===== src/pio_pkg.sv =====
// package: register map, field layouts and reset values of the parallel i/o port
// Function
// enabled peripheral actively driving a pin disables port driver; pin still readable
// enabled but idle peripheral lets the port drive the pin
// port output never loops back into a sharing peripheral's input
// direction bit one makes pin input, zero makes it output
// every reset sets all direction bits, pins become inputs
// output latch register reads back latch and writes update it
// pin level register reads sampled pins; writes go to output latch
// unimplemented bits read zero in latch, direction and pin readback
// open-drain bit set makes pin drive low only, release for high
// cleared analog select bit makes pin analog; analog pins reset analog
// with two converters, pin analog if either module's select bit cleared
// analog-configured pins read zero in pin level register
// software keeps analog pins as inputs or output level is converted
// software waits one cycle between port write or direction change and read
// any enabled change input of up to 24 changing raises interrupt request
// change detection keeps working while clocks are stopped in sleep
// per-input enable bits in two registers gate change interrupt contributions
// per-input pull-up enable bits in two registers turn on weak pull-ups
// software should disable pull-up on pins used as digital outputs
// pin shared only with input-only function treated as dedicated port pin
// highest-priority enabled function owns the pin output
// change found against latched previous value; pending until software acknowledges
package pio_pkg;
    localparam int PINS   = 16;
    localparam int CHG_N  = 24;
    localparam int AW     = 6;

    localparam logic [AW-1:0] DIR_OFS      = 6'h00;
    localparam logic [AW-1:0] LAT_OFS      = 6'h04;
    localparam logic [AW-1:0] LVL_OFS      = 6'h08;
    localparam logic [AW-1:0] ODC_OFS      = 6'h0C;
    localparam logic [AW-1:0] ANA1_OFS     = 6'h10;
    localparam logic [AW-1:0] ANA2_OFS     = 6'h14;
    localparam logic [AW-1:0] CHG_EN_A_OFS = 6'h18;
    localparam logic [AW-1:0] CHG_EN_B_OFS = 6'h1C;
    localparam logic [AW-1:0] PU_A_OFS     = 6'h20;
    localparam logic [AW-1:0] PU_B_OFS     = 6'h24;
    localparam logic [AW-1:0] CHG_PEND_OFS = 6'h28;

    localparam int CHG_A_BITS = 16;
    localparam int CHG_B_BITS = CHG_N - CHG_A_BITS;

    localparam logic [PINS-1:0]  IMPL_MASK   = 16'hFFFF;
    localparam logic [PINS-1:0]  ODC_MASK    = 16'hFFFF;
    localparam logic [PINS-1:0]  ANALOG_MASK = 16'h00FF;
    localparam logic [PINS-1:0]  DIR_RESET   = 16'hFFFF;
    localparam logic [PINS-1:0]  ZERO_RESET  = 16'h0000;
    localparam logic [CHG_N-1:0] CHG_RESET   = 24'h000000;

    localparam logic [1:0] RESP_OKAY   = 2'h0;
    localparam logic [1:0] RESP_SLVERR = 2'h2;

    typedef struct packed {
        logic [PINS-1:0] out;
        logic [PINS-1:0] oe;
    } pin_drive_t;

    typedef struct packed {
        logic [PINS-1:0] en;
        logic [PINS-1:0] active;
        logic [PINS-1:0] out;
    } periph_drive_t;
endpackage


===== src/pio_port.sv =====
// module: parallel i/o port with peripheral sharing, open drain, analog select and change notify
//
// The AXI4-Lite register port and the address map were left to the implementer.
`timescale 1ns/1ps
`default_nettype none
module pio_port
(
    // clock and reset
    input  wire logic                        aclk,
    input  wire logic                        aresetn,
    // axi4-lite write address and data
    input  wire logic [pio_pkg::AW-1:0]      s_axi_awaddr,
    input  wire logic                        s_axi_awvalid,
    output logic                             s_axi_awready,
    input  wire logic [31:0]                 s_axi_wdata,
    input  wire logic [3:0]                  s_axi_wstrb,
    input  wire logic                        s_axi_wvalid,
    output logic                             s_axi_wready,
    output logic [1:0]                       s_axi_bresp,
    output logic                             s_axi_bvalid,
    input  wire logic                        s_axi_bready,
    // axi4-lite read
    input  wire logic [pio_pkg::AW-1:0]      s_axi_araddr,
    input  wire logic                        s_axi_arvalid,
    output logic                             s_axi_arready,
    output logic [31:0]                      s_axi_rdata,
    output logic [1:0]                       s_axi_rresp,
    output logic                             s_axi_rvalid,
    input  wire logic                        s_axi_rready,
    // pins
    input  wire logic [pio_pkg::PINS-1:0]    pin_in,
    output pio_pkg::pin_drive_t              pin_drv,
    output logic [pio_pkg::PINS-1:0]         pin_pullup_en,
    // sharing peripherals
    input  wire pio_pkg::periph_drive_t      periph,
    output logic [pio_pkg::PINS-1:0]         periph_in,
    // change notify inputs and request
    input  wire logic [pio_pkg::CHG_N-1:0]   change_in,
    output logic [pio_pkg::CHG_N-1:0]        change_pullup_en,
    output logic                             change_irq
);
    import pio_pkg::*;

    logic [PINS-1:0]  pin_direction_reg;
    logic [PINS-1:0]  output_latch_reg;
    logic [PINS-1:0]  open_drain_ctrl_reg;
    logic [PINS-1:0]  analog_select_low_reg;
    logic [PINS-1:0]  analog_select_high_reg;
    logic [CHG_N-1:0] change_irq_enable;
    logic [CHG_N-1:0] weak_pullup_enable;
    logic [CHG_N-1:0] change_pending;
    logic [CHG_N-1:0] change_prev;
    logic [PINS-1:0]  pin_s1;
    logic [PINS-1:0]  pin_s2;
    logic [CHG_N-1:0] chg_s1;
    logic [CHG_N-1:0] chg_s2;

    // write channel capture
    logic             aw_held;
    logic             w_held;
    logic [AW-1:0]    aw_addr;
    logic [31:0]      w_data;
    logic [3:0]       w_strb;

    assign s_axi_awready = !aw_held && !s_axi_bvalid;
    assign s_axi_wready  = !w_held && !s_axi_bvalid;

    wire aw_take = s_axi_awvalid && s_axi_awready;
    wire w_take  = s_axi_wvalid && s_axi_wready;
    wire aw_have = aw_held || aw_take;
    wire w_have  = w_held || w_take;
    wire wr_go   = aw_have && w_have;
    wire [AW-1:0] wr_addr = aw_held ? aw_addr : s_axi_awaddr;
    wire [31:0]   wr_data = w_held ? w_data : s_axi_wdata;
    wire [3:0]    wr_strb = w_held ? w_strb : s_axi_wstrb;

    wire [31:0] bmask = {{8{wr_strb[3]}}, {8{wr_strb[2]}}, {8{wr_strb[1]}}, {8{wr_strb[0]}}};

    wire wr_dir   = wr_go && (wr_addr == DIR_OFS);
    wire wr_lat   = wr_go && ((wr_addr == LAT_OFS) || (wr_addr == LVL_OFS));
    wire wr_odc   = wr_go && (wr_addr == ODC_OFS);
    wire wr_ana1  = wr_go && (wr_addr == ANA1_OFS);
    wire wr_ana2  = wr_go && (wr_addr == ANA2_OFS);
    wire wr_cena  = wr_go && (wr_addr == CHG_EN_A_OFS);
    wire wr_cenb  = wr_go && (wr_addr == CHG_EN_B_OFS);
    wire wr_pua   = wr_go && (wr_addr == PU_A_OFS);
    wire wr_pub   = wr_go && (wr_addr == PU_B_OFS);
    wire wr_ack   = wr_go && (wr_addr == CHG_PEND_OFS);
    wire wr_known = wr_dir || wr_lat || wr_odc || wr_ana1 || wr_ana2 || wr_cena || wr_cenb
                    || wr_pua || wr_pub || wr_ack;

    function automatic logic [PINS-1:0] merge16(input logic [PINS-1:0] old_v, input logic [31:0] d,
                                                input logic [31:0] m);
        merge16 = (old_v & ~m[PINS-1:0]) | (d[PINS-1:0] & m[PINS-1:0]);
    endfunction

    // merged enable and pull-up vectors across the two registers
    wire [CHG_N-1:0] mask_a = {{CHG_B_BITS{1'b0}}, bmask[CHG_A_BITS-1:0]};
    wire [CHG_N-1:0] mask_b = {bmask[CHG_B_BITS-1:0], {CHG_A_BITS{1'b0}}};
    wire [CHG_N-1:0] data_a = {{CHG_B_BITS{1'b0}}, wr_data[CHG_A_BITS-1:0]};
    wire [CHG_N-1:0] data_b = {wr_data[CHG_B_BITS-1:0], {CHG_A_BITS{1'b0}}};
    wire [CHG_N-1:0] en_mask = wr_cena ? mask_a : (wr_cenb ? mask_b : CHG_RESET);
    wire [CHG_N-1:0] en_data = wr_cena ? data_a : data_b;
    wire [CHG_N-1:0] pu_mask = wr_pua ? mask_a : (wr_pub ? mask_b : CHG_RESET);
    wire [CHG_N-1:0] pu_data = wr_pua ? data_a : data_b;

    always_ff @(posedge aclk)
    begin
        if (!aresetn)
        begin
            aw_held <= 1'b0;
            w_held  <= 1'b0;
            aw_addr <= '0;
            w_data  <= '0;
            w_strb  <= '0;
            s_axi_bvalid <= 1'b0;
            s_axi_bresp  <= RESP_OKAY;
        end
        else
        begin
            if (wr_go)
            begin
                aw_held <= 1'b0;
                w_held  <= 1'b0;
                s_axi_bvalid <= 1'b1;
                s_axi_bresp  <= wr_known ? RESP_OKAY : RESP_SLVERR;
            end
            else
            begin
                if (aw_take)
                begin
                    aw_held <= 1'b1;
                    aw_addr <= s_axi_awaddr;
                end
                if (w_take)
                begin
                    w_held <= 1'b1;
                    w_data <= s_axi_wdata;
                    w_strb <= s_axi_wstrb;
                end
                if (s_axi_bvalid && s_axi_bready)
                    s_axi_bvalid <= 1'b0;
            end
        end
    end

    // register file
    always_ff @(posedge aclk)
    begin
        if (!aresetn)
        begin
            pin_direction_reg      <= DIR_RESET;
            output_latch_reg       <= ZERO_RESET;
            open_drain_ctrl_reg    <= ZERO_RESET;
            analog_select_low_reg  <= ZERO_RESET;
            analog_select_high_reg <= ZERO_RESET;
            change_irq_enable      <= CHG_RESET;
            weak_pullup_enable     <= CHG_RESET;
        end
        else
        begin
            if (wr_dir)
                pin_direction_reg <= merge16(pin_direction_reg, wr_data, bmask) & IMPL_MASK;
            if (wr_lat)
                output_latch_reg <= merge16(output_latch_reg, wr_data, bmask) & IMPL_MASK;
            if (wr_odc)
                open_drain_ctrl_reg <= merge16(open_drain_ctrl_reg, wr_data, bmask) & ODC_MASK;
            if (wr_ana1)
                analog_select_low_reg <= merge16(analog_select_low_reg, wr_data, bmask);
            if (wr_ana2)
                analog_select_high_reg <= merge16(analog_select_high_reg, wr_data, bmask);
            change_irq_enable  <= (change_irq_enable & ~en_mask) | (en_data & en_mask);
            weak_pullup_enable <= (weak_pullup_enable & ~pu_mask) | (pu_data & pu_mask);
        end
    end

    // pin synchronisers
    always_ff @(posedge aclk)
    begin
        if (!aresetn)
        begin
            pin_s1 <= '0;
            pin_s2 <= '0;
            chg_s1 <= '0;
            chg_s2 <= '0;
        end
        else
        begin
            pin_s1 <= pin_in;
            pin_s2 <= pin_s1;
            chg_s1 <= change_in;
            chg_s2 <= chg_s1;
        end
    end

    // analog when either converter's select bit is clear, only on analog-capable pins
    wire [PINS-1:0] is_analog = ANALOG_MASK & ~(analog_select_low_reg & analog_select_high_reg);
    wire [PINS-1:0] digital_in = pin_s2 & ~is_analog & IMPL_MASK;

    // per-pin output ownership and drive
    genvar g;
    generate
        for (g = 0; g < PINS; g++)
        begin : g_pin
            wire periph_owns = periph.en[g] && periph.active[g];
            wire drv_val  = periph_owns ? periph.out[g] : output_latch_reg[g];
            wire port_oe  = !pin_direction_reg[g] && IMPL_MASK[g];
            wire want_oe  = periph_owns || port_oe;
            assign pin_drv.out[g] = open_drain_ctrl_reg[g] ? 1'b0 : drv_val;
            assign pin_drv.oe[g]  = want_oe && !(open_drain_ctrl_reg[g] && drv_val);
            // peripheral sees pin only when port is not driving it
            assign periph_in[g]   = port_oe && !periph_owns ? 1'b0 : pin_s2[g];
        end
    endgenerate

    assign pin_pullup_en    = weak_pullup_enable[PINS-1:0];
    assign change_pullup_en = weak_pullup_enable;

    // change notification
    wire [CHG_N-1:0] chg_seen = (chg_s2 ^ change_prev) & change_irq_enable;
    wire [CHG_N-1:0] ack_mask = wr_ack ? (wr_data[CHG_N-1:0] & bmask[CHG_N-1:0]) : CHG_RESET;
    wire [CHG_N-1:0] next_pending = chg_seen | (change_pending & ~ack_mask);

    always_ff @(posedge aclk)
    begin
        if (!aresetn)
        begin
            change_prev    <= CHG_RESET;
            change_pending <= CHG_RESET;
        end
        else
        begin
            change_prev    <= chg_s2;
            change_pending <= next_pending;
        end
    end

    // raw term keeps a request alive while clocks stop in sleep
    wire [CHG_N-1:0] async_diff = (change_in ^ change_prev) & change_irq_enable;
    assign change_irq = (|change_pending) || (|async_diff);

    // read channel
    wire rd_take = s_axi_arvalid && s_axi_arready;
    assign s_axi_arready = !s_axi_rvalid;

    logic [31:0] rd_val;
    logic        rd_ok;
    always_comb
    begin
        rd_ok  = 1'b1;
        rd_val = 32'h0000_0000;
        case (s_axi_araddr)
            DIR_OFS:      rd_val = {16'h0000, pin_direction_reg & IMPL_MASK};
            LAT_OFS:      rd_val = {16'h0000, output_latch_reg & IMPL_MASK};
            LVL_OFS:      rd_val = {16'h0000, digital_in};
            ODC_OFS:      rd_val = {16'h0000, open_drain_ctrl_reg};
            ANA1_OFS:     rd_val = {16'h0000, analog_select_low_reg};
            ANA2_OFS:     rd_val = {16'h0000, analog_select_high_reg};
            CHG_EN_A_OFS: rd_val = {16'h0000, change_irq_enable[CHG_A_BITS-1:0]};
            CHG_EN_B_OFS: rd_val = {24'h000000, change_irq_enable[CHG_N-1:CHG_A_BITS]};
            PU_A_OFS:     rd_val = {16'h0000, weak_pullup_enable[CHG_A_BITS-1:0]};
            PU_B_OFS:     rd_val = {24'h000000, weak_pullup_enable[CHG_N-1:CHG_A_BITS]};
            CHG_PEND_OFS: rd_val = {8'h00, change_pending};
            default:      rd_ok  = 1'b0;
        endcase
    end

    always_ff @(posedge aclk)
    begin
        if (!aresetn)
        begin
            s_axi_rvalid <= 1'b0;
            s_axi_rdata  <= 32'h0000_0000;
            s_axi_rresp  <= RESP_OKAY;
        end
        else if (rd_take)
        begin
            s_axi_rvalid <= 1'b1;
            s_axi_rdata  <= rd_val;
            s_axi_rresp  <= rd_ok ? RESP_OKAY : RESP_SLVERR;
        end
        else if (s_axi_rready)
            s_axi_rvalid <= 1'b0;
    end

    // assertions
    dir_reset_a: assert property (@(posedge aclk) !aresetn |=> pin_direction_reg == DIR_RESET)
        else $error("direction not all inputs after reset");

    periph_own_a: assert property (@(posedge aclk) disable iff (!aresetn)
        (periph.en[0] && periph.active[0] && !open_drain_ctrl_reg[0])
        |-> pin_drv.oe[0] && pin_drv.out[0] == periph.out[0])
        else $error("peripheral does not own pin");
    port_drive_a: assert property (@(posedge aclk) disable iff (!aresetn)
        (!(periph.en[0] && periph.active[0]) && !pin_direction_reg[0] && !open_drain_ctrl_reg[0])
        |-> pin_drv.oe[0] && pin_drv.out[0] == output_latch_reg[0])
        else $error("port not driving idle shared pin");
    input_dir_a: assert property (@(posedge aclk) disable iff (!aresetn)
        (pin_direction_reg[3] && !(periph.en[3] && periph.active[3])) |-> !pin_drv.oe[3])
        else $error("input pin driven");
    open_drain_a: assert property (@(posedge aclk) disable iff (!aresetn)
        open_drain_ctrl_reg[5] |-> !pin_drv.out[5])
        else $error("open drain pin driven high");
    output_dir_a: assert property (@(posedge aclk) disable iff (!aresetn)
        (!pin_direction_reg[9] && !open_drain_ctrl_reg[9]) |-> pin_drv.oe[9])
        else $error("output pin not driven");
    loop_block_a: assert property (@(posedge aclk) disable iff (!aresetn)
        (!pin_direction_reg[6] && !(periph.en[6] && periph.active[6])) |-> !periph_in[6])
        else $error("port output looped into peripheral");

    analog_zero_a: assert property (@(posedge aclk) disable iff (!aresetn)
        is_analog[1] |-> !digital_in[1])
        else $error("analog pin reads nonzero");
    analog_either_a: assert property (@(posedge aclk) disable iff (!aresetn)
        !analog_select_high_reg[2] |-> is_analog[2])
        else $error("second converter select ignored");
    latch_write_a: assert property (@(posedge aclk) disable iff (!aresetn)
        (wr_go && wr_addr == LVL_OFS && wr_strb[0]) |=> output_latch_reg[7:0] == $past(wr_data[7:0]))
        else $error("pin level write missed latch");

    change_set_a: assert property (@(posedge aclk) disable iff (!aresetn)
        (chg_s2[2] != change_prev[2] && change_irq_enable[2]) |=> change_pending[2] ##0 change_irq)
        else $error("change not recorded");
    pending_hold_a: assert property (@(posedge aclk) disable iff (!aresetn)
        (change_pending[4] && !wr_ack) |=> change_pending[4])
        else $error("pending change lost");
    ack_clear_a: assert property (@(posedge aclk) disable iff (!aresetn)
        (wr_ack && wr_strb[2] && wr_data[23] && !chg_seen[23]) |=> !change_pending[23])
        else $error("pending change not cleared");
    enable_gate_a: assert property (@(posedge aclk) disable iff (!aresetn)
        (!change_irq_enable[3] && !change_pending[3]) |=> !change_pending[3])
        else $error("disabled input raised change");

    read_resp_a: assert property (@(posedge aclk) disable iff (!aresetn)
        rd_take |=> s_axi_rvalid) else $error("read not answered");
    write_resp_a: assert property (@(posedge aclk) disable iff (!aresetn)
        wr_go |=> s_axi_bvalid) else $error("write not answered");

    write_c: cover property (@(posedge aclk) disable iff (!aresetn) wr_go && wr_dir);
    read_c:  cover property (@(posedge aclk) disable iff (!aresetn) rd_take && s_axi_araddr == LVL_OFS);
    irq_c:   cover property (@(posedge aclk) disable iff (!aresetn) $rose(change_irq));
    own_c:   cover property (@(posedge aclk) disable iff (!aresetn) periph.en[0] && periph.active[0]);
    ack_c:   cover property (@(posedge aclk) disable iff (!aresetn) wr_ack);
endmodule
`default_nettype wire


===== config.mk =====
export PLATFORM = sky130hd
export DESIGN_NAME = pio_port
export DESIGN_NICKNAME = d
export VERILOG_FILES = /design/src/pio_pkg.sv /design/src/pio_port.sv
export SDC_FILE = /design/constraint.sdc
export NUM_CORES = 1
export LEC_CHECK = 0
export BUFFER_PORTS_ARGS = -buffer_cell sky130_fd_sc_hd__buf_2
export CORE_MARGIN = 1
export CORE_UTILIZATION = 30
export DETAILED_ROUTE_END_ITERATION = 8
export RECOVER_POWER = 25
export SKIP_CTS_REPAIR_TIMING = 1
export SLEW_MARGIN = 15
export SYNTH_ARGS = -nofsm -noshare
export SYNTH_HDL_FRONTEND = slang
export SYNTH_SLANG_ARGS = --single-unit

===== constraint.sdc =====
create_clock -name aclk -period 2.5 [get_ports aclk]
set_clock_uncertainty 0.1 [all_clocks]
set_input_delay 0.25 -clock aclk [delete_from_list [all_inputs] [get_ports aclk]]
set_output_delay 0.25 -clock aclk [all_outputs]
set_load 0.01 [all_outputs]

After elaboration in Yosys (flattened, before gate mapping) --
Cells that the tools add are included.
Storage, ports and cells: flip-flop bits (word level) 329, input port bits 143, output and inout port bits 130, word-level logic and storage cells 315
Cells by class: eq/ne operators 20, muxes and demuxes 66, bitwise logic cells 34, reduce and logical (&&, ||, !) cells 172
Operators by type and width (count):
- $pmux 24 s11 | 1
- $and 24x24->24 | 8
- $mux 24 | 8
- $and 16x16->16 | 7
- $logic_and 1x1->1 | 81
- $or 16x16->16 | 5
- $not 24->24 | 3
- $or 24x24->24 | 3
- $mux 1 | 53
- $logic_not 1->1 | 52
- $eq 6x5->1 const B | 8
- $reduce_or 24->1 | 2
- $xor 24x24->24 | 2
- $eq 6x6->1 const B | 6
- $logic_or 1x1->1 | 29
- $eq 6x4->1 const B | 4
- $not 16->16 | 1
- $not 8->16 | 1
- $eq 6x3->1 const B | 2
- $logic_not 6->1 | 2
- $reduce_or 11->1 | 1
- $and 8x8->8 | 1
- $not 8->8 | 1
- $mux 6 | 1
- other kinds (6) | 10

Longest topological paths before layout --
Gate-level depths: netlist of the first run.
word-level depth 16, mapped depth 8, mapped depth without buffers 5

Worst setup path after synthesis of the first run --
No wires, ideal clock.
path kind register to register, start register aw_held, end register (tool-made name), setup time 0.127 ns, data arrival time 2.006 ns, required time 2.273 ns, slack 0.268 ns, stages on the path, launching flop included 8, path buffers 2, clock period less this slack 2.232 ns, cells stage by stage dfxtp_1 buf_2 or3b_1 a222oi_1 nand3_1 clkbuf_1 nand3_1 o21ai_0
RTL lines:
- start: declaration | RTL line pio_port.sv:59 | logic aw_held;
- start signal: assignment | RTL line pio_port.sv:111 | aw_held <= 1'b0;
- start signal: assignment | RTL line pio_port.sv:123 | aw_held <= 1'b0;
- start signal: assignment | RTL line pio_port.sv:132 | aw_held <= 1'b1;

Worst setup path after layout of the first run --
start input change_in[15] (netlist name), end output change_irq
On the way: word-level cells in the longest chain between the ends 4
Ends and longest elaborated chain:
- start: declaration | RTL line pio_port.sv:38 | input wire logic [pio_pkg::CHG_N-1:0] change_in,
- $xor 24x24->24 | RTL line pio_port.sv:239 | wire [CHG_N-1:0] async_diff = (change_in ^ change_prev) & change_irq_enable;
- $and 24x24->24 | RTL line pio_port.sv:239
- $reduce_or 24->1 | RTL line pio_port.sv:240 | assign change_irq = (|change_pending) || (|async_diff);
- $logic_or 1x1->1 | RTL line pio_port.sv:240
- end: declaration | RTL line pio_port.sv:40 | output logic change_irq
No other way between the ends.

==> results.md, run 1 <==
* Main combinational cell family by area after synthesis: simple AND/OR/NAND/NOR gates
* Maximum VDD drop at about 0.37 mV
* WP data arrival at between 2 and 2.5 ns
* Die Wd at 216.8 um
* Synth Instances at 1486
* CTS H-tree lvls at 2
* Worst setup EP type: primary output
* Compound-Gate Fraction of Synth Area at 16.06%
* Fraction of layout cells with a size suffix above 1 at 23.74%
* IO buf count at approximately 250
* Vias at 12296
* Placed inst area at 0.01595 sq mm
* Crit-path max FO at 2
* Sequential area share after synthesis at 46.14%
* GRT overflow at 0
* DRC viols at 0
* I/O pins at approximately 270
* Clk sink count at 319
* DRT iter0 DRCs at 865
* Total of max-cap violations at 1
* Setup slack, reg-to-reg at between 0.1 and 0.15 ns
* Initial DRT Pass Iterations at 7
* Yosys cell types at 58
* Die Area at 0.04700 sq mm
* Total Routing Usage GR at 19.95%
* Max Fclk at 410.2 MHz
* Clock latency at the later pin of the worst-skew pair at 0.53 ns
* Worst Hold Class: input pin to flop
* CTS root buffer: clkbuf_16
* WP data required at 2.15 ns
* Vias in the first global route at about 12000
* Final Cell Area at approximately 0.018 sq mm
* Post-Synth Adder-Cell Area at 0%
* Total negative slack at 0 ns
* Syn_area_per_cell at 9.315 sq um
* Min-Delay Path Depth at 3
* First-pass GRT wire length at 71.13 mm
* Post-DR vias/cell at 5.019
* Final hold vios at 1
* RR Startpoint: aw_held$_SDFFE_PP0P_
* Failing checks: hold timing, capacitance limit, slew limit
* Clock buffer depth at 3
* Top FF cell, synth: dfxtp_1
* Final Net Count at 1959
* Reg2Reg Capture Point: change_pending[10]$_SDFF_PN0_
* Tcrit/Tclk final at slightly below 100%
* Pin count of the biggest net entering global routing at 75
* Initial Util at 30.44%
* Worst Tran Pin Value at 1.611 ns
* Mux cell area share after synthesis at a little under an eighth
* YS warnings at 0
* Post-Synth Simple-Gate Area at 18.91%
* Shortest period the worst path allows at 2.438 ns
* Synthesized area at 0.01384 sq mm
* Run status: complete, but fails checks
* HP Start: s_axi_awaddr[4]
* Register bit count reported by yosys at ~320
* Power per Cell Area at roughly 670 mW/mm^2
* Slew Limit Fails at 74
* Synth async-reset ratio at 0%
* Cell depth of the worst flop-to-flop path at 7
* Worst Hold End: aw_addr[4]$_SDFFE_PN0P_
* Routed wire length at 48.20 mm
* CTS clk-pin slew, worst paths at 0.06 ns
* Tot Pwr at 12.06 mW
* Synth Area in XOR/XNOR at about 3.1%
* Antenna Violating Nets Remaining at 0
* CORE AREA at 0.04548 sq mm
* Row count at between 70 and 80
* RSZ-0062 raised after global routing: no
* Routability congestion estimate from global placement at 0.8823
* EDFF count, synth at 0
* Detail Placement HPWL at 36.90 mm
* Leak at slightly below 8 nW
* CTS tree: done
* Max_slew headroom at -7.372%
* WL/cell at 19.67 um
* Kind of critical path: input pin to primary output
* # setup viols final at 0
* Hold WS at -0.05509 ns
* CP startpoint kind: input pin
* CTS Buf Count at 37
* Crit path launch: change_in[15]
* Die H at 216.8 um
* Initial antenna violation count at 7
* Area Growth Syn to Fin at 30.23%
[how the worst max path moves through the flow]
stage | slack, ns | to
after floorplan | 0.27 | flop
after global placement | 0.02 | flop
after detailed placement | -0.11 | flop
after CTS | -0.12 | flop
after global routing | 0.03 | change_irq
final | 0.06 | change_irq
[report_power, final]
| part | switching [mW] | internal [mW] | total (mW) |
|---|---|---|---|
| Clock | 2.20 | 3.37 | 5.56 |
| Combinational | 0.695 | 0.514 | 1.21 |
| Sequential | 0.0813 | 5.20 | 5.29 |
| Total | 2.97 | 9.08 | 12.1 |
[critical path: stages]
cell,delay [ns]
dlygate4sd3_1,0.58
buf_2,0.15
xor2_1,0.14
a22oi_2,0.16
nand4_1,0.16
a2111oi_2,0.30
nand4_1,0.14
buf_2,0.19
[routing by layer]
layer / up-vias / GRT usage (%) / share of wire [%]
met3: 90 / 3.969 / 6.5
li1: 5889 / - / -
met4: 4 / 7.230 / 2.9
met1: 5841 / 25.56 / 44
met2: 472 / 33.12 / 46
met5: - / 0 / 0.046
[layout by cell type (no fill, tap or decap), types with 30 or more instances in the layout]
cell and count:
nand3_1 41, a21oi_1 49, nand2_1 207, and2_1 99, mux2i_1 143, dlygate4sd3_1 75
clkbuf_16 39, o21ai_0 89, buf_2 245, nor2b_1 52, buf_4 53, dfxtp_1 318
a21boi_0 30, nor2_1 37
[cells in the mapped netlist (30+ instances only)]
cell	count	area share, %
dfxtp_1	319	46
nand2_1	207	5.6
mux2i_1	143	10
and2_1	124	5.6
o21ai_0	89	3.2
clkbuf_1	61	1.7
nor2b_1	52	2.4
a21oi_1	49	1.8
nand3_1	43	1.6
nor2_1	37	1.0
a21boi_0	30	1.6
a22oi_1	30	1.6
[final cells by class]
type	instances	area [sq um]
multi-input combinational	1064	7051
clock buffer	55	1136
sequential	319	6387
antenna	5	12.51
tap	600	750.7
inverter	4	15.01
timing repair buffer	390	2542
clock inverter	13	131.4
fill	4544	27450
[cells by family (layout without fill, tap and decap cells)]
kind of cell    count (synthesis)  after routing
mux                           163            163
other cells                     1             15
buf+inv                       112            462
xor+xnor                       49             49
simple gates                  519            519
flops                         319            319
compound gates                323            323
[stage by stage]
step | std cells | util, % | hold slack [ns] | worst slack (ns)
finish | 2450 | 39.64 | -0.05509 | 0.06230
global route | 2448 | 39.63 | 0.009544 | 0.02803
CTS | 2370 | 37.85 | -0.1934 | -0.1153
detailed placement | 2302 | 35.06 | 0.3184 | -0.1053
global placement | 2302 | 35.06 | 0.3131 | 0.01585
floorplan | 1495 | - | 0.2717 | 0.2679
(Power assumes the default switching activity.)
==> run 2: changes to the inputs <==
- RECOVER_POWER: 25 -> 50
==> run 2 against run 1 <==
- the flow still finishes with violations (hold timing, capacitance limit, slew limit)
- final area shrank 0.68%
- fmax down 0.20%
- non-clock buffer count stayed put
- die area did not move
- count of clock-buffer cells in the layout did not move
- critical path depth stayed put
- critical path type unchanged
- critical endpoint unchanged
- largest cell class unchanged
- largest power group unchanged
==> results.md, run 2 (synthesis gave the netlist of run 1 again) <==
* Run status: complete, but fails checks
* Failing checks: hold timing, capacitance limit, slew limit
* Maximum VDD drop at 0.3672 mV
* Worst setup EP type: primary output
* Clock latency at the later pin of the worst-skew pair at 0.53 ns
* Max Fclk at 409.4 MHz
* Worst Tran Pin Value at between 1.5 and 2 ns
* RSZ-0062 raised after global routing: no
* Power per Cell Area at 673.2 mW/mm^2
* CORE AREA at approximately 0.045 sq mm
* Crit-path max FO at 2
* Total Routing Usage GR at approximately a fifth
* Slew Limit Fails at between 70 and 80
* RR Startpoint: aw_held$_SDFFE_PP0P_
* Die H at 216.8 um
* Total negative slack at 0 ns
* Worst Hold End: aw_addr[4]$_SDFFE_PN0P_
* Shortest period the worst path allows at 2.442 ns
* Die Wd at roughly 220 um
* Die Area at 0.04700 sq mm
* DRT iter0 DRCs at ~970
* CP startpoint kind: input pin
* Post-DR vias/cell at 5.006
* DRC viols at 0
* Detail Placement HPWL at approximately 37 mm
* Row count at 78
* Cell depth of the worst flop-to-flop path at 7
* Commonest non-fill, non-tap cell in the layout: dfxtp_1
* CTS H-tree lvls at 2
* Vias in the first global route at 11734
* Most used routing layer: met2
* # setup viols final at 0
* Initial DRT Pass Iterations at 5
* IO buf count at 253
* Placed Cells at 2302
* Met2 GRT Util at 33.12%
* WL/cell at approximately 20 um
* Antenna Violating Nets Remaining at 0
* Area Growth Syn to Fin at 29.34%
* Leak at 7.345 nW
* Tot Pwr at ~12 mW
* Clk sink count at approximately 320
* WP data arrival at 2.09 ns
* Clock buffer depth at 3
* HP Start: s_axi_awaddr[4]
* Tcrit/Tclk final at 97.70%
* First-pass GRT wire length at 71.13 mm
* Worst Hold Class: input pin to flop
* I/O pins at 273
* Pin count of the biggest net entering global routing at 75
* Min-Delay Path Depth at 3
* Hold WS at -0.05406 ns
* Vias at 12265
* GR Util met1 at between 20% and 30%
* Routability congestion estimate from global placement at between 0.8 and 0.9
* Leading cell types in the layout, fill and taps excluded: dfxtp_1 (319), nand2_1 (207), buf_2 (148)
* CTS tree: done
* GRT overflow at 0
* Fraction of layout cells with a size suffix above 1 at 18.43%
* CTS Buf Count at 37
* Max_slew headroom at -6.979%
* WP data required at 2.15 ns
* Setup slack, reg-to-reg at between 0.1 and 0.15 ns
* Met3 Resource Use GR at 3.969%
* Total of max-cap violations at 1
* Final Net Count at 1959
* Initial Util at 30.44%
* CTS root buffer: clkbuf_16
* Initial antenna violation count at 7
* Finished Layout Cells at 2450
* Routed wire length at 48.28 mm
* Final hold vios at 1
* CTS clk-pin slew, worst paths at 0.06 ns
* Kind of critical path: input pin to primary output
## run 2: cell types whose count changed in the layout (fill, tap and decap cells not counted), sizes merged
| cell | before | now |
|---|---|---|
| clkbuf | 66 | 163 |
| buf | 304 | 207 |
## run 2: worst max path at each step
| stage | from | cells after the start | to |
|---|---|---|---|
| floorplan | aw_held$_SDFFE_PP0P_ | 7 | flop |
| global placement | aw_held$_SDFFE_PP0P_ | 6 | flop |
| detailed placement | aw_held$_SDFFE_PP0P_ | 6 | flop |
| CTS | aw_held$_SDFFE_PP0P_ | 6 | flop |
| global route | change_prev[22]$_SDFF_PN0_ | 6 | change_irq |
| finish | change_in[15] | 8 | change_irq |
## run 2: per-stage QoR
| step | worst slack, ns | area, sq um | utilization, % |
|---|---|---|---|
| 2_1_floorplan | 0.2679 | 13880 | - |
| 3_3_place_gp | 0.01585 | 15950 | 35.06 |
| 3_5_place_dp | -0.1053 | 15950 | 35.06 |
| 4_1_cts | -0.1153 | 17210 | 37.85 |
| 5_1_grt | 0.02803 | 17900 | 39.36 |
| 6_report | 0.05751 | 17900 | 39.37 |
## run 2: routing by layer
metal,vias to the layer above,share of wire [%]
met5,-,0.033
met4,4,3.0
met3,91,6.5
met2,442,46
met1,5842,44
li1,5886,-
## run 2: final cells by class
type / count / area (sq um)
Fill cell: 4598 / 27580
Multi-Input combinational cell: 1064 / 7051
Sequential cell: 319 / 6386
Timing Repair Buffer: 390 / 2421
Clock buffer: 55 / 1136
Tap cell: 600 / 750.7
Clock inverter: 13 / 131.4
Inverter: 4 / 15.01
Antenna cell: 5 / 12.51
## run 2: power by group
group | internal [mW] | total, mW | leakage [nW] | switching (mW)
Sequential | 5.20 | 5.29 | 2.59 | 0.0815
Clock | 3.37 | 5.57 | 0.625 | 2.20
Combinational | 0.504 | 1.20 | 4.13 | 0.696
## run 2: critical path, cell delays in order
cell	delay, ns
dlygate4sd3_1	0.58
buf_2	0.15
xor2_1	0.14
a22oi_2	0.16
nand4_1	0.16
a2111oi_2	0.30
nand4_1	0.14
buf_2	0.19
